### src/logic/addr_vec_pkg.sv
/*
 address and vector select constants for the two bus sections.
 assumes an 18-bit host bus address and a 9-bit vector on data bits 8..0.
*/
package addr_vec_pkg;
   localparam int ADDR_W = 18;
   localparam int VEC_W = 9;
   localparam int SEL_LO = 3;
   localparam int SEL_HI = 12;
   localparam int SEL_W = SEL_HI - SEL_LO + 1;
   localparam int DATA_WIN_LSB = 5;
   localparam int CTRL_WIN_LSB = 3;
   localparam int DVEC_LO = 3;
   localparam int DVEC_HI = 8;
   localparam int CVEC_LO = 2;
   localparam int CVEC_HI = 8;
   localparam int VSEL_BIT = 2;
   localparam int DATA_LEVEL_DEFAULT = 5;
   localparam int DATA_LEVEL_ALT = 6;
   localparam int CTRL_LEVEL = 4;
   localparam logic [2:0] LVL_FIELD_W = 3'h3;
   localparam logic [VEC_W-1:0] VEC_RESET = 9'h000;
   localparam logic [4:0] TOP_PAGE = 5'h1F;
   localparam int PAGE_LSB = 13;

   typedef enum logic [1:0] {
      ARB_IDLE = 2'h0,
      ARB_REQ = 2'h1,
      ARB_VEC = 2'h3
   } arb_state_t;
endpackage

### src/logic/sel_if.sv
/*
 carrier for the decoded selections between decode and the select outputs.
 assumes one clock shared by all users.
*/
interface sel_if;
   logic data_hit;
   logic ctrl_hit;
   modport src (output data_hit, output ctrl_hit);
   modport dst (input data_hit, input ctrl_hit);
endinterface

### src/logic/addr_match.sv
/*
 address window decode for both sections.
 assumes switch inputs already synchronised; a set switch selects a zero.
*/
module addr_match
   import addr_vec_pkg::*;
(
   // bus address
   input wire logic [ADDR_W-1:0] addr,
   input wire logic access,
   // settings, 1 = switch on / jumper in
   input wire logic [SEL_W-1:0] data_sel_on,
   input wire logic [SEL_W-1:0] ctrl_sel_on,
   // result
   sel_if.src sel
);
   logic data_bits_ok;
   logic ctrl_bits_ok;
   logic page_ok;

   // data section has no bit 3 selection: it spans a 32-byte window
   always_comb begin
      page_ok = (addr[ADDR_W-1:PAGE_LSB] == TOP_PAGE);
      data_bits_ok = (addr[SEL_HI:DATA_WIN_LSB] == ~data_sel_on[SEL_W-1:DATA_WIN_LSB-SEL_LO]);
      ctrl_bits_ok = (addr[SEL_HI:CTRL_WIN_LSB] == ~ctrl_sel_on);
   end

   // data section must match bit 3 = 0; the control unit takes bit 3 from its switch
   assign sel.data_hit = access && page_ok && data_bits_ok && !addr[CTRL_WIN_LSB];
   assign sel.ctrl_hit = access && page_ok && ctrl_bits_ok;
endmodule

### src/logic/bus_addr_vector_select.sv
/*
 bus address decode and interrupt vector generation for a two-section
 communications multiplexer. assumes static settings from switches and
 jumpers (synchronised here) and a host that grants one request at a time.
*/
// Functional notes
// - data section base on a 32-byte boundary
// - set switch selects zero in bits 3..12
// - control unit decodes bit 3 by switch, data needs bit 3 zero
// - each section has own address and vector
// - data vector bits 8..3 from switches
// - vector select bit 0 receive, 1 transmit
// - control vector bits 8..2 from jumpers
// - vector on data 8..0, bits 1..0 zero
// - control level 4, data level 5 or 6
module bus_addr_vector_select
   import addr_vec_pkg::*;
(
   // clock and reset
   input wire logic clk,
   input wire logic arst_n,
   // bus address side
   input wire logic [addr_vec_pkg::ADDR_W-1:0] addr,
   input wire logic access,
   output logic data_select,
   output logic ctrl_select,
   // static settings, pins
   input wire logic [addr_vec_pkg::SEL_W-1:0] data_sel_on,
   input wire logic [addr_vec_pkg::SEL_W-1:0] ctrl_sel_on,
   input wire logic [addr_vec_pkg::DVEC_HI-addr_vec_pkg::DVEC_LO:0] data_vec_on,
   input wire logic [addr_vec_pkg::CVEC_HI-addr_vec_pkg::CVEC_LO:0] ctrl_vec_on,
   input wire logic data_level_alt,
   // interrupt events from the sections
   input wire logic rx_req,
   input wire logic tx_req,
   input wire logic ctrl_req,
   // interrupt bus side
   output logic [2:0] data_level,
   output logic [2:0] ctrl_level,
   output logic data_irq,
   output logic ctrl_irq,
   input wire logic grant,
   output logic vec_valid,
   output logic [addr_vec_pkg::VEC_W-1:0] vec
);
   import addr_vec_pkg::*;

   localparam int DV_W = DVEC_HI - DVEC_LO + 1;
   localparam int CV_W = CVEC_HI - CVEC_LO + 1;
   localparam int SW_W = 2 * SEL_W + DV_W + CV_W + 1;

   ////////////////////////////////////////////////////////////////////
   // settings synchroniser: pins, two flops before use
   logic [SW_W-1:0] sw_meta, sw_sync, next_sw_meta, next_sw_sync;
   logic [SEL_W-1:0] data_sel_s, ctrl_sel_s;
   logic [DV_W-1:0] dvec_s;
   logic [CV_W-1:0] cvec_s;
   logic alt_s;

   always_comb begin
      next_sw_meta = {data_sel_on, ctrl_sel_on, data_vec_on, ctrl_vec_on, data_level_alt};
      next_sw_sync = sw_meta;
   end

   always_ff @(posedge clk or negedge arst_n) begin
      if (!arst_n) begin
         sw_meta <= '0;
         sw_sync <= '0;
      end else begin
         sw_meta <= next_sw_meta;
         sw_sync <= next_sw_sync;
      end
   end

   assign {data_sel_s, ctrl_sel_s, dvec_s, cvec_s, alt_s} = sw_sync;

   ////////////////////////////////////////////////////////////////////
   // address decode
   sel_if sel ();

   addr_match u_match (
      .addr(addr),
      .access(access),
      .data_sel_on(data_sel_s),
      .ctrl_sel_on(ctrl_sel_s),
      .sel(sel)
   );

   assign data_select = sel.data_hit;
   assign ctrl_select = sel.ctrl_hit;

   ////////////////////////////////////////////////////////////////////
   // request levels
   assign ctrl_level = 3'(CTRL_LEVEL);
   assign data_level = alt_s ? 3'(DATA_LEVEL_ALT) : 3'(DATA_LEVEL_DEFAULT);

   ////////////////////////////////////////////////////////////////////
   // arbiter and pending flags
   logic rx_pend, tx_pend, ctrl_pend;
   logic next_rx_pend, next_tx_pend, next_ctrl_pend;
   arb_state_t state, next_state;
   logic [VEC_W-1:0] next_vec;
   logic served_data, served_tx, next_served_data, next_served_tx;
   logic take_grant;
   logic vector_select_bit;

   ////////////////////////////////////////////////////////////////////
   // assembled vectors, bit by bit; switch on means a zero bit
   wire logic [VEC_W-1:0] data_vec_rx, data_vec_tx, ctrl_vec;

   for (genvar b = 0; b < VEC_W; b++) begin : g_vec_bit
      if (b >= DVEC_LO) begin : g_data_sw
         assign data_vec_rx[b] = ~dvec_s[b-DVEC_LO];
         assign data_vec_tx[b] = ~dvec_s[b-DVEC_LO];
      end else if (b == VSEL_BIT) begin : g_data_sel
         assign data_vec_rx[b] = 1'b0;
         assign data_vec_tx[b] = 1'b1;
      end else begin : g_data_low
         assign data_vec_rx[b] = 1'b0;
         assign data_vec_tx[b] = 1'b0;
      end
      if (b >= CVEC_LO) begin : g_ctrl_jp
         assign ctrl_vec[b] = ~cvec_s[b-CVEC_LO];
      end else begin : g_ctrl_low
         assign ctrl_vec[b] = 1'b0;
      end
   end

   // receive outranks transmit, so the select bit stays low while receive waits
   assign vector_select_bit = !rx_pend;
   // a grant only counts while a request line is raised
   assign take_grant = (state == ARB_REQ) && grant;

   ////////////////////////////////////////////////////////////////////
   // pending flags; a request in the grant cycle wins over the clear
   always_comb begin
      next_rx_pend = rx_pend;
      next_tx_pend = tx_pend;
      next_ctrl_pend = ctrl_pend;
      if (take_grant) begin
         if (!served_data)
            next_ctrl_pend = 1'b0;
         else if (served_tx)
            next_tx_pend = 1'b0;
         else
            next_rx_pend = 1'b0;
      end
      if (rx_req)
         next_rx_pend = 1'b1;
      if (tx_req)
         next_tx_pend = 1'b1;
      if (ctrl_req)
         next_ctrl_pend = 1'b1;
   end

   always_ff @(posedge clk or negedge arst_n) begin
      if (!arst_n) begin
         rx_pend <= 1'b0;
         tx_pend <= 1'b0;
         ctrl_pend <= 1'b0;
      end else begin
         rx_pend <= next_rx_pend;
         tx_pend <= next_tx_pend;
         ctrl_pend <= next_ctrl_pend;
      end
   end

   ////////////////////////////////////////////////////////////////////
   // arbiter: one request on the bus at a time

   always_comb begin
      next_state = state;
      next_vec = vec;
      next_served_data = served_data;
      next_served_tx = served_tx;
      case (state)
         ARB_IDLE: begin
            // data section outranks the control unit by level
            if (rx_pend || tx_pend) begin
               next_served_data = 1'b1;
               next_served_tx = vector_select_bit;
               next_vec = vector_select_bit ? data_vec_tx : data_vec_rx;
               next_state = ARB_REQ;
            end else if (ctrl_pend) begin
               next_served_data = 1'b0;
               next_served_tx = 1'b0;
               next_vec = ctrl_vec;
               next_state = ARB_REQ;
            end
         end
         ARB_REQ: begin
            if (take_grant)
               next_state = ARB_VEC;
         end
         ARB_VEC: begin
            next_state = ARB_IDLE;
         end
         default: begin
            next_state = ARB_IDLE;
         end
      endcase
   end

   always_ff @(posedge clk or negedge arst_n) begin
      if (!arst_n) begin
         state <= ARB_IDLE;
         vec <= VEC_RESET;
         served_data <= 1'b0;
         served_tx <= 1'b0;
      end else begin
         state <= next_state;
         vec <= next_vec;
         served_data <= next_served_data;
         served_tx <= next_served_tx;
      end
   end

   // separate request lines per section
   assign data_irq = (state == ARB_REQ) && served_data;
   assign ctrl_irq = (state == ARB_REQ) && !served_data;
   assign vec_valid = (state == ARB_VEC);
endmodule

### config.mk
export PLATFORM = sky130hd
export DESIGN_NAME = bus_addr_vector_select
export DESIGN_NICKNAME = d
export VERILOG_FILES = /design/src/logic/addr_vec_pkg.sv /design/src/logic/sel_if.sv /design/src/logic/addr_match.sv /design/src/logic/bus_addr_vector_select.sv
export SDC_FILE = /design/constraint.sdc
export NUM_CORES = 1
export LEC_CHECK = 0
export BUFFER_PORTS_ARGS = -buffer_cell sky130_fd_sc_hd__buf_2
export CAP_MARGIN = 20
export CORE_MARGIN = 1
export CORE_UTILIZATION = 45
export CTS_CLUSTER_DIAMETER = 40
export DETAILED_ROUTE_END_ITERATION = 16
export PLACE_DENSITY = 0.71
export SYNTH_ARGS = -nofsm -noshare
export SYNTH_HDL_FRONTEND = slang
export SYNTH_HIERARCHICAL = 1
export SYNTH_SLANG_ARGS = --single-unit
### constraint.sdc
create_clock -name clk -period 1.7 [get_ports clk]
set_input_delay 0.34 -clock clk [delete_from_list [all_inputs] [get_ports clk]]
set_output_delay 0.34 -clock clk [all_outputs]
set_load 0.05 [all_outputs]
==> reports/results.ini <==
[outcome]
outcome=finished with violations
violations=negative setup slack

[power_and_ir_drop]
p_total_mw=3.87
switching_share_pct=28.5
power.switching_mw=1.10
p_leak_nw=1.50
p_clk_share_pct=30.4
p_seq_share_pct=53.7
p_int_mw=2.77
power_frac_comb_pct=15.8
ir_drop_uv=618
powerDensity_nw_per_um2=1220

[critical_path]
cp_slowest_stage_delay_ps=370
r2r_start=state[1]
path_cells=xor2_1, nand3_1, nor4b_2, buf_4
path_max_fanout=1
cp-startpoint=sw_sync[30]
critical-path-top-delay-family=simple AND/OR/NAND/NOR gates
arrival_ps=1510
worstPathRequired_ps=1360
critPathBufInv=1
crit_slowest_cell=dfrtp_1
crit_path_start_kind=flop
crit_path_end_kind=output pin
worstSetupPathType=reg2out

[route]
vias=1362
antenna_left=0
viasPerCell=4.39
wl_per_cell_microns=12.1
dr.pass1.iters=4
drc=0
wirelength_microns=3750
first_iter_violations=68

[global_route]
grt_pass1_wl_microns=6150
grt_max_degree=79
first_global_vias=1350
antenna_found_initial=0
grt_use_total_pct=14.1
grt_overflow=0

[timing]
setup_slack_ps=-153
timing.final.crit_share_pct=109
max_clock_freq_mhz=540
finClkSkew_ps=8.91
setup_tns_ps=-260
setup_viol=2
whs_ps=16.9
hold_violations=0
min_period_ps=1850
rsz0062_at_grt=true
maxSlewViolCount=0

[floorplan]
rows=27
placeableCoreArea_sq_um=5470
ios=79
start_util_pct=46.6
die_width_microns=77.3
die_h_microns=77.3
dieArea_sq_um=5980

[cells_and_area]
utilization_pct=58.2
final_design_area_no_fill_sq_um=3190
syn2layout_area_growth_pct=24.8
nets=293
diodes=0
drive_above_1_share_pct=43.3

[logic_synthesis]
avgSynthCellArea_sq_um=16.6
synthCells=154
yosysWarnings=6
synth_area_sq_um=2550

[clock_tree]
cts.sinks=78
clkLatencyLatePin_ps=330
htreeDepth=3
clockRootBuffer=clkbuf_8
path_clk_slew_ps=70
cts_inserted_buffers=9
clk_path_buf_depth=2
cts_tree=yes

[hold_path]
hp-class=in2async

[place]
dp_hpwl_microns=2620
io_buffer_count=67
gp_congestion=0.741
placed_area_sq_um=2960

[run]
maxCapViolations=0

[final timing paths]
kind                       slack (ps)               to  cells after the start
max reg2reg                       220           vec[8]                      3
min reg2reg                       350      sw_sync[17]                      0
min in group clk                  110  next_sw_sync[1]                      1
max                              -150      data_select                      4
min                                20  next_sw_sync[0]                      2
max in group asynchronous        1370         state[1]                      2
[timing repair]
action	CTS	global route
hold buffers	0	0
gates cloned	0	0
setup endpoints to repair	4	4
gates resized for setup	6	2
setup buffers	1	3
pin swaps	3	0
[per-layer routing]
layer  track usage (%)  share of wire [%]  vias to the layer above  wire (microns)
met2              22.5                 52                       39            1950
met4              9.06                1.0                        0              38
met5                 0                  0                        -               0
li1                  -                  -                      658               -
met3              4.17                4.3                        4             163
met1              16.5                 43                      661            1600
[power groups by stage]
| stage | sequential (mW) | combinational, mW | clock [mW] |
|---|---|---|---|
| final | 2.08 | 0.614 | 1.18 |
| after CTS | 2.08 | 0.604 | 1.22 |
| after global placement | 2.11 | 0.582 | 0 |
| after floorplan | 2.27 | 0.234 | 0 |
| after detailed placement | 2.12 | 0.592 | 0 |
| after global routing | 2.10 | 0.657 | 1.30 |
[placed cells by master (no fill, tap or decap), types with 4 or more instances in the layout]
cell type and count:
dfrtp_1 76, buf_2 62, inv_1 4, xor2_1 17, nor2_1 4, mux2_2 7
buf_4 9, nand4_1 4, and2_1 4, clkbuf_8 10, conb_1 6, mux2i_1 6
[sequential cells by signal, summed over array words and instances, names as in the netlist]
signal / cells
rx_pend: 1
state: 2
sw_sync: 32
tx_pend: 1
next_sw_sync: 32
vec: 7
served_data: 1
served_tx: 1
ctrl_pend: 1
[worst reg2reg max path, cell delays in order (launching register included)]
cell	delay (ps)
dfrtp_2	460
buf_4	160
nor3_4	370
mux2_2	380
[through the flow]
step,setup WS [ps],std cells
after floorplan,-253,158
after global placement,27.4,291
after detailed placement,4.31,291
after CTS,-199,307
after global routing,-290,310
final,-153,310
[area by class of cell]
cell class	instances	area, sq um
inverters	4	15.0
clock inverters	5	35.0
flip-flops and latches	78	1950
clock buffers	10	138
repair buffers	72	398
fillers	446	2290
well taps	72	90.1
multi-input cells	69	556
Power figures use the tool's default switching activity.
